File: src/rtl/pmcs_pkg.sv
// Package for the power mode and clock select block
package pmcs_pkg;

  // ----------------------------------------------------------------
  // Register indices on the plain register port
  // ----------------------------------------------------------------
  localparam logic [2:0] PMCS_OSC_CTRL_ADDR   = 3'h0;
  localparam logic [2:0] PMCS_OSC_CTRL2_ADDR  = 3'h1;
  localparam logic [2:0] PMCS_OSC_TUNE_ADDR   = 3'h2;
  localparam logic [2:0] PMCS_IRQ_PRIO2_ADDR  = 3'h3;
  localparam logic [2:0] PMCS_IRQ_EN2_ADDR    = 3'h4;
  localparam logic [2:0] PMCS_IRQ_FLAG2_ADDR  = 3'h5;
  localparam logic [2:0] PMCS_CLK_CFG_ADDR    = 3'h6;
  localparam logic [2:0] PMCS_IRQ_MASK_ADDR   = 3'h7;

  // ----------------------------------------------------------------
  // Field positions
  // ----------------------------------------------------------------
  localparam int PMCS_GATE_BIT     = 7;
  localparam int PMCS_DONE_BIT     = 3;
  localparam int PMCS_SEL_LSB      = 0;
  localparam int PMCS_SECONDARY_RUN_MODE_BIT  = 6;
  localparam int PMCS_FAIL_BIT     = 7;
  localparam int PMCS_TWO_SPEED_STARTUP_ENABLE_BIT     = 7;
  localparam int PMCS_FAIL_MONITOR_ENABLE_BIT    = 6;
  localparam int PMCS_EVT_FAIL     = 0;
  localparam int PMCS_EVT_DONE     = 1;
  localparam int PMCS_EVT_WAKE     = 2;

  // ----------------------------------------------------------------
  // Reset values and timing
  // ----------------------------------------------------------------
  localparam logic [7:0] PMCS_OSC_CTRL_RST  = 8'h00;
  localparam logic [7:0] PMCS_BYTE_RST      = 8'h00;
  localparam int         PMCS_OST_COUNT     = 1024;
  localparam logic [10:0] PMCS_OST_LAST     = 11'h3FF;

  // Primary oscillator configuration codes
  localparam logic [3:0] PMCS_CFG_LP  = 4'h0;
  localparam logic [3:0] PMCS_CFG_XT  = 4'h1;
  localparam logic [3:0] PMCS_CFG_HS  = 4'h2;

  typedef enum logic [1:0] {
    PMCS_SRC_PRI,
    PMCS_SRC_SEC,
    PMCS_SRC_INT,
    PMCS_SRC_NONE
  } pmcs_src_t;

  typedef enum {
    PMCS_RUN,
    PMCS_IDLE,
    PMCS_SLEEP
  } pmcs_mode_t;

endpackage : pmcs_pkg

File: src/rtl/pmcs_top.sv
// Power mode, clock source selection and fail monitor gating
//
// Overview of operation
// - Fail monitor enabled only after start timer expiry or skip
// - Start timer runs after wake from sleep and reset
// - External clock or RC mode skips start timer
// - Fail monitor inactive during oscillator start-up
// - Bit 7 gates CPU, bits 1:0 select source
// - Source switch immediate if ready, else delayed
// - Sleep instruction alone enters idle or sleep
// - Gate bit 0 at sleep stops all clocks
// - Run modes: 00 primary, 01 secondary, 1x internal
// - Gate bit 1 at sleep clocks peripherals only
// - Internal block: fast, postscaled, slow oscillators
// - Seven modes: three run, three idle, sleep
// - Any reset clears clock source select field
// - Start timer counts 1024 oscillations then flags done
// - Clock failure forces internal source, sets fail flag
`timescale 1ns/1ps
`default_nettype none

module pmcs_top
  import pmcs_pkg::*;
(
  // Clock and reset
  input  wire logic       core_clk,
  input  wire logic       nrst,
  // Register port
  input  wire logic [2:0] reg_addr,
  input  wire logic [7:0] reg_wdata,
  input  wire logic       reg_wr,
  input  wire logic       reg_rd,
  output var  logic [7:0] reg_rdata,
  // Core and configuration
  input  wire logic       sleep_instr,
  input  wire logic       wake_event,
  input  wire logic [7:0] clock_configuration_high,
  // Oscillator status pins
  input  wire logic       primary_osc_tick,
  input  wire logic       secondary_ready,
  input  wire logic       fast_internal_ready,
  input  wire logic       slow_internal_ready,
  input  wire logic       clock_fail_detect,
  // Clock gate controls
  output var  logic [1:0] sys_clk_source,
  output var  logic       cpu_clk_en,
  output var  logic       periph_clk_en,
  output var  logic       clock_fail_monitor,
  output var  logic       irq
);
  import pmcs_pkg::*;

  // ----------------------------------------------------------------
  // Input synchronisers
  // ----------------------------------------------------------------
  logic [4:0] pin_meta_reg;
  logic [4:0] pin_sync_reg;
  logic       tick_prev_reg;
  wire  [4:0] pin_raw = {clock_fail_detect, slow_internal_ready,
                         fast_internal_ready, secondary_ready,
                         primary_osc_tick};

  always_ff @(posedge core_clk or negedge nrst) begin
    if (!nrst) begin
      pin_meta_reg  <= 5'h00;
      pin_sync_reg  <= 5'h00;
      tick_prev_reg <= 1'b0;
    end else begin
      pin_meta_reg  <= pin_raw;
      pin_sync_reg  <= pin_meta_reg;
      tick_prev_reg <= pin_sync_reg[0];
    end
  end

  wire osc_edge   = pin_sync_reg[0] & ~tick_prev_reg;
  wire sec_ok     = pin_sync_reg[1];
  // Internal block counts as ready from either the fast oscillator
  // (direct or postscaled) or the slow one
  wire int_ok     = pin_sync_reg[2] | pin_sync_reg[3];
  wire fail_pin   = pin_sync_reg[4];

  // ----------------------------------------------------------------
  // Register state
  // ----------------------------------------------------------------
  logic       gate_reg;
  logic [1:0] sel_reg;
  logic [2:0] ctrl_mid_reg;
  logic [7:0] tune_reg;
  logic [7:0] prio2_reg;
  logic [7:0] en2_reg;
  logic [7:0] flag2_reg;
  logic [2:0] evt_reg;
  logic [2:0] mask_reg;
  logic       done_reg;
  logic       fail_state_reg;
  logic [10:0] ost_cnt_reg;
  logic       ost_run_reg;
  pmcs_mode_t mode_reg;
  logic [1:0] src_reg;

  wire [3:0] pri_cfg     = clock_configuration_high[3:0];
  wire       fcm_enable  = clock_configuration_high[PMCS_FAIL_MONITOR_ENABLE_BIT];
  wire       two_speed   = clock_configuration_high[PMCS_TWO_SPEED_STARTUP_ENABLE_BIT];
  // Only crystal modes need the start timer
  wire       is_crystal  = (pri_cfg == PMCS_CFG_LP) |
                           (pri_cfg == PMCS_CFG_XT) |
                           (pri_cfg == PMCS_CFG_HS);

  // ----------------------------------------------------------------
  // Register decode
  // ----------------------------------------------------------------
  wire wr_ctrl  = reg_wr && (reg_addr == PMCS_OSC_CTRL_ADDR);
  wire wr_tune  = reg_wr && (reg_addr == PMCS_OSC_TUNE_ADDR);
  wire wr_prio  = reg_wr && (reg_addr == PMCS_IRQ_PRIO2_ADDR);
  wire wr_en    = reg_wr && (reg_addr == PMCS_IRQ_EN2_ADDR);
  wire wr_flag  = reg_wr && (reg_addr == PMCS_IRQ_FLAG2_ADDR);
  wire wr_mask  = reg_wr && (reg_addr == PMCS_IRQ_MASK_ADDR);
  wire rd_flag2 = reg_rd && (reg_addr == PMCS_OSC_CTRL2_ADDR);

  // Toggling the internal-select bit restarts the timer
  wire sel1_toggle = wr_ctrl && (reg_wdata[1] != sel_reg[1]);

  // ----------------------------------------------------------------
  // Mode control
  // ----------------------------------------------------------------
  wire in_sleep   = (mode_reg == PMCS_SLEEP);
  wire wake_now   = in_sleep && wake_event;
  // Timer start on reset release is covered by the reset value
  wire ost_start  = wake_now | sel1_toggle;
  wire fail_evt   = fcm_enable && clock_fail_monitor && fail_pin &&
                    !fail_state_reg;
  wire ost_expire = ost_run_reg && osc_edge &&
                    (ost_cnt_reg == PMCS_OST_LAST);

  always_ff @(posedge core_clk or negedge nrst) begin
    if (!nrst) begin
      mode_reg <= PMCS_RUN;
    end else if (sleep_instr && !in_sleep) begin
      // Gate bit sampled at the instruction itself
      mode_reg <= gate_reg ? PMCS_IDLE : PMCS_SLEEP;
    end else if (wake_event) begin
      mode_reg <= PMCS_RUN;
    end
  end

  // ----------------------------------------------------------------
  // Start timer; a sleep aborts a count in progress
  // ----------------------------------------------------------------
  always_ff @(posedge core_clk or negedge nrst) begin
    if (!nrst) begin
      ost_run_reg <= 1'b1;
      ost_cnt_reg <= 11'h000;
      done_reg    <= 1'b0;
    end else if (sleep_instr && !in_sleep) begin
      ost_run_reg <= 1'b0;
      done_reg    <= 1'b0;
    end else if (ost_start) begin
      ost_run_reg <= 1'b1;
      ost_cnt_reg <= 11'h000;
      done_reg    <= 1'b0;
    end else if (ost_run_reg && !is_crystal) begin
      ost_run_reg <= 1'b0;
      done_reg    <= 1'b1;
    end else if (ost_expire) begin
      ost_run_reg <= 1'b0;
      done_reg    <= 1'b1;
    end else if (ost_run_reg && osc_edge) begin
      ost_cnt_reg <= ost_cnt_reg + 11'h001;
    end
  end

  // ----------------------------------------------------------------
  // Fail-safe condition: held until reset or timer restart ends
  // ----------------------------------------------------------------
  always_ff @(posedge core_clk or negedge nrst) begin
    if (!nrst) begin
      fail_state_reg     <= 1'b0;
      clock_fail_monitor <= 1'b0;
    end else begin
      if (fail_evt) begin
        fail_state_reg <= 1'b1;
      end else if (ost_expire || (ost_run_reg && !is_crystal)) begin
        fail_state_reg <= 1'b0;
      end
      // Never armed while the start timer counts
      // Drops with the peripheral clock at sleep entry, not a cycle late
      clock_fail_monitor <= fcm_enable && done_reg && !ost_run_reg &&
                            !ost_start && !in_sleep &&
                            !(sleep_instr && !gate_reg);
    end
  end

  // ----------------------------------------------------------------
  // Clock source selection and gating
  // ----------------------------------------------------------------
  logic [1:0] src_next;
  wire  [1:0] want_src = sel_reg[1] ? PMCS_SRC_INT :
                         (sel_reg[0] ? PMCS_SRC_SEC : PMCS_SRC_PRI);
  wire  pri_ok   = done_reg && !fail_state_reg;
  wire  want_ok  = (want_src == PMCS_SRC_INT) ? int_ok :
                   (want_src == PMCS_SRC_SEC) ? sec_ok : pri_ok;
  // Two-speed start runs from internal while the timer counts
  wire  use_int  = fail_state_reg ||
                   (two_speed && want_src == PMCS_SRC_PRI && !pri_ok);

  always_comb begin
    src_next = src_reg;
    if (in_sleep) begin
      src_next = PMCS_SRC_NONE;
    end else if (use_int) begin
      src_next = PMCS_SRC_INT;
    end else if (want_ok) begin
      src_next = want_src;
    end else if (src_reg == PMCS_SRC_NONE) begin
      src_next = want_src;
    end
  end

  always_ff @(posedge core_clk or negedge nrst) begin
    if (!nrst) begin
      src_reg        <= PMCS_SRC_PRI;
      sys_clk_source <= PMCS_SRC_PRI;
      cpu_clk_en     <= 1'b1;
      periph_clk_en  <= 1'b1;
    end else begin
      src_reg        <= src_next;
      sys_clk_source <= src_next;
      // Three run, three idle, one sleep mode
      cpu_clk_en     <= (mode_reg == PMCS_RUN) &&
                        !(sleep_instr && !in_sleep);
      periph_clk_en  <= !in_sleep &&
                        !(sleep_instr && !gate_reg);
    end
  end

  // ----------------------------------------------------------------
  // Software registers
  // ----------------------------------------------------------------
  always_ff @(posedge core_clk or negedge nrst) begin
    if (!nrst) begin
      gate_reg     <= PMCS_OSC_CTRL_RST[PMCS_GATE_BIT];
      sel_reg      <= PMCS_OSC_CTRL_RST[1:0];
      ctrl_mid_reg <= PMCS_OSC_CTRL_RST[6:4];
      tune_reg     <= PMCS_BYTE_RST;
      prio2_reg    <= PMCS_BYTE_RST;
      en2_reg      <= PMCS_BYTE_RST;
      mask_reg     <= 3'h0;
    end else begin
      if (wr_ctrl) begin
        gate_reg     <= reg_wdata[PMCS_GATE_BIT];
        sel_reg      <= reg_wdata[PMCS_SEL_LSB +: 2];
        ctrl_mid_reg <= reg_wdata[6:4];
      end
      if (wr_tune) tune_reg  <= reg_wdata;
      if (wr_prio) prio2_reg <= reg_wdata;
      if (wr_en)   en2_reg   <= reg_wdata;
      if (wr_mask) mask_reg  <= reg_wdata[2:0];
    end
  end

  // Flag register: hardware set wins over software write
  always_ff @(posedge core_clk or negedge nrst) begin
    if (!nrst) begin
      flag2_reg <= PMCS_BYTE_RST;
    end else begin
      if (wr_flag) flag2_reg <= reg_wdata;
      if (fail_evt) flag2_reg[PMCS_FAIL_BIT] <= 1'b1;
    end
  end

  // Event status, cleared by reading it; new events win
  wire [2:0] evt_in = {wake_now, ost_expire, fail_evt};
  wire rd_evt = reg_rd && (reg_addr == PMCS_OSC_CTRL2_ADDR);
  always_ff @(posedge core_clk or negedge nrst) begin
    if (!nrst) begin
      evt_reg <= 3'h0;
    end else begin
      evt_reg <= (rd_evt ? 3'h0 : evt_reg) | evt_in;
    end
  end

  // ----------------------------------------------------------------
  // Read data and interrupt
  // ----------------------------------------------------------------
  wire [7:0] ctrl_rd  = {gate_reg, ctrl_mid_reg, done_reg,
                         int_ok, sel_reg};
  wire [7:0] ctrl2_rd = {1'b0, (src_reg == PMCS_SRC_SEC), 3'h0,
                         evt_reg};
  logic [7:0] rd_mux;
  always_comb begin
    unique case (reg_addr)
      PMCS_OSC_CTRL_ADDR:  rd_mux = ctrl_rd;
      PMCS_OSC_CTRL2_ADDR: rd_mux = ctrl2_rd;
      PMCS_OSC_TUNE_ADDR:  rd_mux = tune_reg;
      PMCS_IRQ_PRIO2_ADDR: rd_mux = prio2_reg;
      PMCS_IRQ_EN2_ADDR:   rd_mux = en2_reg;
      PMCS_IRQ_FLAG2_ADDR: rd_mux = flag2_reg;
      PMCS_CLK_CFG_ADDR:   rd_mux = clock_configuration_high;
      PMCS_IRQ_MASK_ADDR:  rd_mux = {5'h00, mask_reg};
    endcase
  end

  always_ff @(posedge core_clk or negedge nrst) begin
    if (!nrst) begin
      reg_rdata <= 8'h00;
      irq       <= 1'b0;
    end else begin
      reg_rdata <= reg_rd ? rd_mux : 8'h00;
      irq       <= |(evt_reg & mask_reg) ||
                   (flag2_reg[PMCS_FAIL_BIT] && en2_reg[PMCS_FAIL_BIT]);
    end
  end

  wire unused_ok = rd_flag2;

endmodule : pmcs_top

`default_nettype wire

File: config.mk
export PLATFORM = sky130hd
export DESIGN_NAME = pmcs_top
export DESIGN_NICKNAME = d
export VERILOG_FILES = /design/src/rtl/pmcs_pkg.sv /design/src/rtl/pmcs_top.sv
export SDC_FILE = /design/constraint.sdc
export NUM_CORES = 1
export LEC_CHECK = 0
export ABC_AREA = 1
export CAP_MARGIN = 10
export CORE_ASPECT_RATIO = 1.1
export CORE_UTILIZATION = 50
export CTS_CLUSTER_DIAMETER = 50
export DETAILED_ROUTE_END_ITERATION = 8
export DONT_BUFFER_PORTS = 1
export GPL_ROUTABILITY_DRIVEN = 0
export PLACE_DENSITY = 0.77
export SYNTH_ARGS = -nofsm -noshare
export SYNTH_HDL_FRONTEND = slang
export SYNTH_SLANG_ARGS = --single-unit
File: constraint.sdc
create_clock -name core_clk -period 1.55 [get_ports core_clk]
set_clock_uncertainty 0.1 [all_clocks]
set_input_delay 0.0775 -clock core_clk [delete_from_list [all_inputs] [get_ports core_clk]]
set_output_delay 0.0775 -clock core_clk [all_outputs]
set_load 0.005 [all_outputs]
# Yosys cells after proc, flatten, opt, wreduce, memory -nomap -nowiden
# Cells that the tools add are included.
[word_totals] regBits=115 output_inout_bits=14
[classes] n_bitwise=9 reduce_logical=52 n_mux=30 n_eq_ne=18 add_sub_neg=1
[ops] op="$mux W32" n=2
[ops] op="$pmux W8 S8" n=1
[ops] op="$mux W11" n=4
[ops] op="$eq A32 B3 Y1 const B" n=1
[ops] op="$logic_not A32 Y1" n=1
[ops] op="$logic_and A1 B1 Y1" n=28
[ops] op="$mux W8" n=2
[ops] op="$mux W1" n=14
[ops] op="$eq A3 B3 Y1 const B" n=4
[ops] op="$mux W2" n=6
[ops] op="$add A11 B1 Y11 const B" n=1
[ops] op="$eq A11 B10 Y1 const B" n=1
[ops] op="$logic_not A1 Y1" n=9
[ops] op="$reduce_bool A2 Y1" n=4
[ops] op="$reduce_bool A4 Y1" n=2
[ops] op="$eq A3 B2 Y1 const B" n=2
[ops] op="$eq A2 B1 Y1 const B" n=2
[ops] op="$eq A2 B2 Y1 const B" n=2
[ops] op="$eq A4 B1 Y1 const B" n=1
[ops] op="$eq A4 B2 Y1 const B" n=1
[ops] op="$logic_not A4 Y1" n=1
[ops] op="$ne A2 B2 Y1 const B" n=2
[ops] op="$or A1 B1 Y1" n=4
[ops] op="$reduce_and A4 Y1" n=1
[ops] op="other kinds (11)" n=14

# Logic depth before layout (Yosys ltp)
# Gate-level depths: netlist of the first run.
[logic_depth] ltp_word=8 mapped_depth=9

# Worst setup path before layout of the first run
# Ideal clock, no wire load.
[synth_path] path_kind="register -> register" start="register ost_cnt_reg[0]" end="register ost_cnt_reg[1]" period_less_slack_ns=1.660 path_stages_with_launch=9 setup_time_ns=0.065 setup_slack_ns=-0.110 arrival_ns=1.494 cell_sequence="dfrtp_1 > ha_1 > nand3_1 > nor2_2 > nand3_1 > nand2_1 > buf_4 > nand3_1 > nand2_1"
[synth_via] elab_chain_len=5
[synth_rtl] item="start: declaration" line="pmcs_top.sv:96" text="logic [10:0] ost_cnt_reg;"
[synth_rtl] item="start signal: assignment" line="pmcs_top.sv:168" text="ost_cnt_reg <= ost_cnt_reg + 11'h001;"
[synth_rtl] item="$add A11 B1 Y11" line="pmcs_top.sv:168"
[synth_rtl] item="$mux W11" line="pmcs_top.sv:167" text="end else if (ost_run_reg && osc_edge) begin"
[synth_rtl] item="$mux W11" line="pmcs_top.sv:164" text="end else if (ost_expire) begin"
[synth_rtl] item="$mux W11" line="pmcs_top.sv:161" text="end else if (ost_run_reg && !is_crystal) begin"
[synth_rtl] item="$mux W11" line="pmcs_top.sv:157" text="end else if (ost_start) begin"
# Parallel ways exist; a longest one is shown, timed or not. The select of a mux whose other input is x is not followed.
# A chain may end at the register's enable or synchronous reset.

# Final worst setup path of the first run
[layout_path] start="input reg_wr" end="register tune_reg[1]"
[layout_via] elab_chain_len=1
[layout_rtl] item="start: declaration" line="pmcs_top.sv:31" text="input wire logic reg_wr,"
[layout_rtl] item="$logic_and A1 B1 Y1" line="pmcs_top.sv:113" text="wire wr_tune = reg_wr && (reg_addr == PMCS_OSC_TUNE_ADDR);"
[layout_rtl] item="end signal: assignment" line="pmcs_top.sv:254" text="if (wr_tune) tune_reg <= reg_wdata;"
[layout_rtl] item="end: declaration" line="pmcs_top.sv:88" text="logic [7:0] tune_reg;"
# No other way between the ends.

==> results of run 1 <==
[kinds of logic (layout without fill, tap and decap cells)]
kind of cell    count (synthesis)  count (layout)
compound gates                 77              77
xor+xnor                        4               4
fa+ha+maj                       1               1
buf+inv                        57             146
flops                          85              85
simple gates                  253             253
[metrics by stage]
| stage | setup TNS (ps) | hold WS [ps] | power [W] |
|---|---|---|---|
| after floorplan | 0 | -318 | 0.00371 |
| after global placement | 0 | -313 | 0.00400 |
| after detailed placement | -1.87 | -313 | 0.00406 |
| after CTS | 0 | -706 | 0.00570 |
| after global routing | -24.0 | -710 | 0.00618 |
| final | 0 | -691 | 0.00586 |
[timing repair]
action                     CTS  global route
pin swaps                    0             8
setup endpoints to repair    7            22
gates resized for setup      2            18
hold buffers                42            17
hold endpoints to repair   150           104
setup buffers                0             7
[power breakdown]
group / switching (W) / internal [W]
clock: 0.000780 / 0.000748
combinational: 0.000746 / 0.000672
sequential: 0.000291 / 0.00263
total: 0.00182 / 0.00405
[area by class of cell]
type                            instances  area, sq um
Sequential cell                        85         2130
Inverter                               46          173
Multi-Input combinational cell        335         1760
Clock inverter                          4         48.8
Tap cell                              108          135
Timing Repair Buffer                   84          779
Clock buffer                           12          135
Fill cell                             627         2750
[synthesized netlist by cell type (2+ instances only)]
master	number	area share
nand3_1	25	0.031
buf_6	4	0.011
inv_2	2	0.0018
a21oi_1	8	0.0099
dfrtp_1	82	0.50
nor2_1	33	0.030
xnor2_1	3	0.0065
buf_2	3	0.0037
buf_4	2	0.0037
nor3_1	2	0.0025
o21ai_2	16	0.034
nand2_2	5	0.0077
nor3_4	3	0.012
inv_1	44	0.041
o21ai_0	48	0.059
nand3_2	9	0.022
nand4_1	7	0.011
nand2_1	159	0.15
nand2_4	3	0.0083
dfstp_2	3	0.019
and3_1	2	0.0031
clkbuf_1	2	0.0018
[metal layers]
layer / vias to the layer above / track usage / wire (um)
met5: - / 0 / 0
met4: 0 / 0.122 / 245
met3: 19 / 0.0595 / 570
met2: 127 / 0.428 / 5280
met1: 1713 / 0.304 / 4180
li1: 1709 / - / -
[final timing paths]
| path | cells after the start | endpoint | start |
|---|---|---|---|
| setup / recovery | 4 | tune_reg[1] | reg_wr |
| hold / removal | 0 | reg_rdata[1] | nrst |
| setup reg to reg | 5 | reg_rdata[7] | en2_reg[7] |
| hold reg to reg | 0 | pin_sync_reg[3] | pin_meta_reg[3] |
| max in group asynchronous | 0 | ost_run_reg | nrst |
| min in group core_clk | 5 | fail_state_reg | clock_configuration_high[0] |
[critical path: stages]
cell and delay (ps):
dlygate4sd3_1 580, nand2_4 230, dlygate4sd3_1 720, o21ai_2 80
[layout by cell type (no fill, tap or decap), types with 4 or more instances in the layout]
master	instances
o21ai_0	48
dfrtp_1	82
nand4_1	7
a21oi_1	8
nand2_2	11
inv_1	42
nand2_1	151
inv_2	4
o21ai_2	16
buf_4	26
nor2_1	29
nand2_4	5
dlygate4sd3_1	56
nand3_1	22
clkbuf_8	9
nand3_2	11
==> impl_metrics.env, run 1 <==
export IMPL_dp_cells=594
export IMPL_crit_fanout=15
export IMPL_status="finished, violations left"
export IMPL_setup_viol=0
export IMPL_nets=592
export IMPL_final_area_sq_mm=0.00516
export IMPL_clk_pin_slew_ps=90
export IMPL_period_needed_ps=1540
export IMPL_placedInstanceArea_sq_mm=0.00430
export IMPL_grt_pass1_vias=3350
export IMPL_grt_ovfl_total=0
export IMPL_ys_ff_latch=85
export IMPL_critical_path_class="primary input to flip-flop"
export IMPL_dieArea_sq_mm=0.00849
export IMPL_n_antenna_cell=0
export IMPL_crit_arrival_ps=1690
export IMPL_leakagePower_nw=2.51
export IMPL_fmax_ghz=0.649
export IMPL_clock_path_buffers=2
export IMPL_hold_worst_slack_ps=-691
export IMPL_cts_tree="built"
export IMPL_drive_above_1_share=0.182
export IMPL_grt_max_degree=86
export IMPL_grt_util_all_layers=0.253
export IMPL_max_cap_viol_count=0
export IMPL_vias_per_cell=5.29
export IMPL_yosys_area_share_simple=0.287
export IMPL_antenna_left=0
export IMPL_num_rows=34
export IMPL_worst_ir_drop_vdd_uv=871
export IMPL_violations="hold timing"
export IMPL_cp_required_ps=1700
export IMPL_timing_final_crit_share=0.994
export IMPL_cts_buffers=9
export IMPL_insertion_delay_ps=360
export IMPL_synthFlopType="dfrtp_1"
export IMPL_detail_route_wl_per_cell_um=15.3
export IMPL_min_path_type="primary input to asynchronous set/reset pin"
export IMPL_syn_inst=477
export IMPL_final_cells=674
export IMPL_syn_area_sq_mm=0.00406
export IMPL_rrSetupSlack_ps=60
export IMPL_boundaryPins=44
export IMPL_synthAdderAreaFrac=0.00308
export IMPL_antenna_found_initial=0
export IMPL_synthesis_nets=508
export IMPL_synth_edf_count=0
export IMPL_synth_top_family_by_area="simple AND/OR/NAND/NOR gates"
export IMPL_clock_sinks=85
export IMPL_fp_dieH_um=96.6
export IMPL_drc_errors=0
export IMPL_start_kind="primary input"
export IMPL_die_w_um=88.0
export IMPL_dp_hpwl_um=6460
export IMPL_syn_area_per_cell_sq_um=8.52
export IMPL_synthArstFlopShare=1.00
export IMPL_area_growth_pct=27.1
export IMPL_vias=3568
export IMPL_first_pass_iters=5
export IMPL_grt_first_pass_wirelength_um=15900
export IMPL_core_sq_mm=0.00791
export IMPL_wirelength_um=10300
export IMPL_layout_setup_ws_ps=9.68
export IMPL_end_kind="flip-flop"
export IMPL_start_util=0.514
export IMPL_relSlewSlack=0.664
export IMPL_ys_seq_area_frac=0.524
export IMPL_final_util=0.653
export IMPL_ys_types=34
export IMPL_pre_cts_slack_ps=-1.87
export IMPL_tightest_slew_ps=500
export IMPL_htree_num_levels=3
export IMPL_ctsRootBufferMaster="clkbuf_8"
export IMPL_powerDensity_mw_per_mm2=1140
export IMPL_hold_violations=85
export IMPL_largest_reg_flops=11
export IMPL_drt_iter0_markers=264
export IMPL_drv_slew=0
export IMPL_port_buffers=0
export IMPL_ys_warn_count=0
export IMPL_synth_compound_area_frac=0.115
export IMPL_synthMuxAreaShare=0
export IMPL_synthXorXnorAreaFrac=0.00862
(Power assumes the default switching activity.)
==> inputs of run 2 (changes only) <==
--- a/config.mk
+++ b/config.mk
@@ -8,12 +8,13 @@
 export ABC_AREA = 1
 export CAP_MARGIN = 10
 export CORE_ASPECT_RATIO = 1.1
-export CORE_UTILIZATION = 50
+export CORE_UTILIZATION = 59
+export CTS_BUF_LIST = sky130_fd_sc_hd__clkbuf_4
 export CTS_CLUSTER_DIAMETER = 50
 export DETAILED_ROUTE_END_ITERATION = 8
 export DONT_BUFFER_PORTS = 1
 export GPL_ROUTABILITY_DRIVEN = 0
-export PLACE_DENSITY = 0.77
+export PLACE_DENSITY = 0.87
 export SYNTH_ARGS = -nofsm -noshare
 export SYNTH_HDL_FRONTEND = slang
 export SYNTH_SLANG_ARGS = --single-unit
==> run 2 against run 1 <==
  * The flow finishes with violations (DRC, hold timing, setup timing)
  * Sequential share of layout area rose by 0.29 points
  * First-iteration DRC count rose to 3.5 times the previous value
  * Global-route usage rose by 9.9 points
  * Non-clock buffer count fell by 5
  * Power rose by 0.73%
  * Wire length rose by 36%
  * Critical path type is now flip-flop to flip-flop
  * Largest cell class unchanged
  * Highest routed layer is now met5
==> impl_metrics.env, run 2 (synthesis gave the netlist of run 1 again) <==
export IMPL_status="finished, violations left"
export IMPL_violations="DRC, hold timing, setup timing"
export IMPL_worst_ir_drop_vdd_uv=909
export IMPL_pwr_share_clk=0.227
export IMPL_dp_cells=563
export IMPL_pre_cts_slack_ps=16.7
export IMPL_layout_setup_ws_ps=-271
export IMPL_fp_dieH_um=89.0
export IMPL_htree_num_levels=3
export IMPL_clock_path_buffers=2
export IMPL_rsz0062_at_grt="yes"
export IMPL_port_buffers=0
export IMPL_mostFrequentLayoutCell="nand2_1"
export IMPL_multiInputGateArea_sq_mm=0.00181
export IMPL_first_pass_iters=9
export IMPL_n_antenna_cell=0
export IMPL_leakagePower_nw=2.50
export IMPL_insertion_delay_ps=440
export IMPL_nets=588
export IMPL_antenna_found_initial=0
export IMPL_drv_slew=0
export IMPL_clk_pin_slew_ps=150
export IMPL_core_sq_mm=0.00663
export IMPL_grt_first_pass_wirelength_um=18600
export IMPL_crit_fanout=4
export IMPL_hold_worst_slack_ps=-801
export IMPL_grt_ovfl_total=0
export IMPL_grt_pass1_vias=3841
export IMPL_num_rows=31
export IMPL_tightest_slew_ps=912
export IMPL_period_needed_ps=1820
export IMPL_ctsRootBufferMaster="clkbuf_4"
export IMPL_area_growth_pct=26.3
export IMPL_die_w_um=81.1
export IMPL_start_kind="flip-flop"
export IMPL_min_path_type="primary input to asynchronous set/reset pin"
export IMPL_largest_reg_flops=11
export IMPL_nFillCells=320
export IMPL_max_cap_viol_count=0
export IMPL_drive_above_1_share=0.206
export IMPL_final_cells=644
export IMPL_antenna_left=0
export IMPL_seq_area_sq_mm=0.00213
export IMPL_relSlewSlack=0.390
export IMPL_p_seq_frac=0.507
export IMPL_boundaryPins=44
export IMPL_finalPower_w=0.00591
export IMPL_path_cells="nand2_1, nand2_1, o21ai_4, buf_4, buf_4, nor2_1, nand2_1, nand2_1"
export IMPL_layout_common_cells="nand2_1, dfrtp_1, o21ai_0"
export IMPL_end_kind="flip-flop"
export IMPL_grt_util_all_layers=0.352
export IMPL_crit_slowest_cell="dfrtp_1"
export IMPL_grt_max_degree=86
export IMPL_timing_final_crit_share=1.17
export IMPL_cts_buffers=9
export IMPL_crit_arrival_ps=2060
export IMPL_clock_sinks=85
export IMPL_dieArea_sq_mm=0.00722
export IMPL_start_util=0.613
export IMPL_fmax_ghz=0.549
export IMPL_detail_route_wl_per_cell_um=21.8
export IMPL_drc_errors=1
export IMPL_critical_path_class="flip-flop to flip-flop"
export IMPL_final_util=0.774
export IMPL_switching_share=0.359
export IMPL_vias=4247
export IMPL_wirelength_um=14000
export IMPL_combPwrFrac=0.266
export IMPL_cp_required_ps=1780
export IMPL_critical_path_max_stage_delay_ps=460
export IMPL_powerDensity_mw_per_mm2=1150
export IMPL_p_sw_w=0.00212
export IMPL_cts_tree="built"
export IMPL_drt_iter0_markers=927
export IMPL_cellInternalPower_w=0.00378
export IMPL_dp_hpwl_um=6630
export IMPL_vias_per_cell=6.59
export IMPL_cpMostUsedCell="nand2_1"
export IMPL_hold_violations=86
export IMPL_setup_viol=16
## run 2: cell types whose count changed in the layout (fill, tap and decap cells not counted), moves of 3 or more
cell,before,now
dlymetal6s4s_1,1,4
dlygate4sd3_1,56,44
clkbuf_1,3,0
clkbuf_4,0,9
clkinvlp_4,0,3
clkbuf_8,9,0
inv_1,42,39
nand3_1,22,19
inv_2,4,7
## run 2: power by group through the flow
| stage | logic, W | clock network (W) | registers, W |
|---|---|---|---|
| global route | 0.00171 | 0.00138 | 0.00302 |
| finish | 0.00157 | 0.00134 | 0.00299 |
| CTS | 0.00121 | 0.00130 | 0.00294 |
| global placement | 0.00100 | 0 | 0.00295 |
| detailed placement | 0.00107 | 0 | 0.00298 |
| floorplan | 0.000803 | 0 | 0.00290 |
## run 2: final timing paths
path / startpoint / to / slack [ps] / cells past startpoint
max: sel_reg[1] / ost_cnt_reg[10] / -270 / 8
min: nrst / fail_state_reg / -800 / 0
max reg2reg: sel_reg[1] / ost_cnt_reg[10] / -270 / 8
min reg2reg: pin_meta_reg[0] / pin_sync_reg[0] / 270 / 0
max in group asynchronous: nrst / ost_run_reg / 1970 / 0
min in group core_clk: reg_addr[2] / reg_rdata[0] / 0 / 5
## run 2: layout make-up
type                    count  share of cell area
clock buffers               9              0.0132
clock inverters             7              0.0146
inverters                  46              0.0336
multi-input cells         336               0.353
flip-flops and latches     85               0.415
well taps                  82              0.0200
repair buffers             79               0.151
## run 2: worst max-delay path: cells and delay by family, from the launching register on
family | cells | cell delay (ps)
compound gates | 1 | 210
buf+inv | 2 | 270
flops | 1 | 460
simple gates | 5 | 680
## run 2: timing repair
item,in CTS,in global routing
hold buffers,43,9
gates resized for setup,1,32
endpoints found under the hold margin,156,96
pin swaps,1,17
setup buffers,2,12
cloned,0,3
endpoints found under the setup margin,7,24
## run 2: stage by stage
stage / area [sq um] / TNS (ps)
floorplan: 4100 / 0
global placement: 4240 / 0
detailed placement: 4240 / 0
CTS: 4830 / 0
global route: 5130 / -2440
finish: 5130 / -1370
## run 2: per-layer routing
metal  vias up  track usage  share of wire  routed length (um)
met2       467        0.543           0.46                6420
met4         2        0.234          0.072                1020
li1       1701            -              -                   -
met3       137        0.148           0.14                1940
met5         -      0.00714         0.0022                  31
met1      1940        0.398           0.33                4610
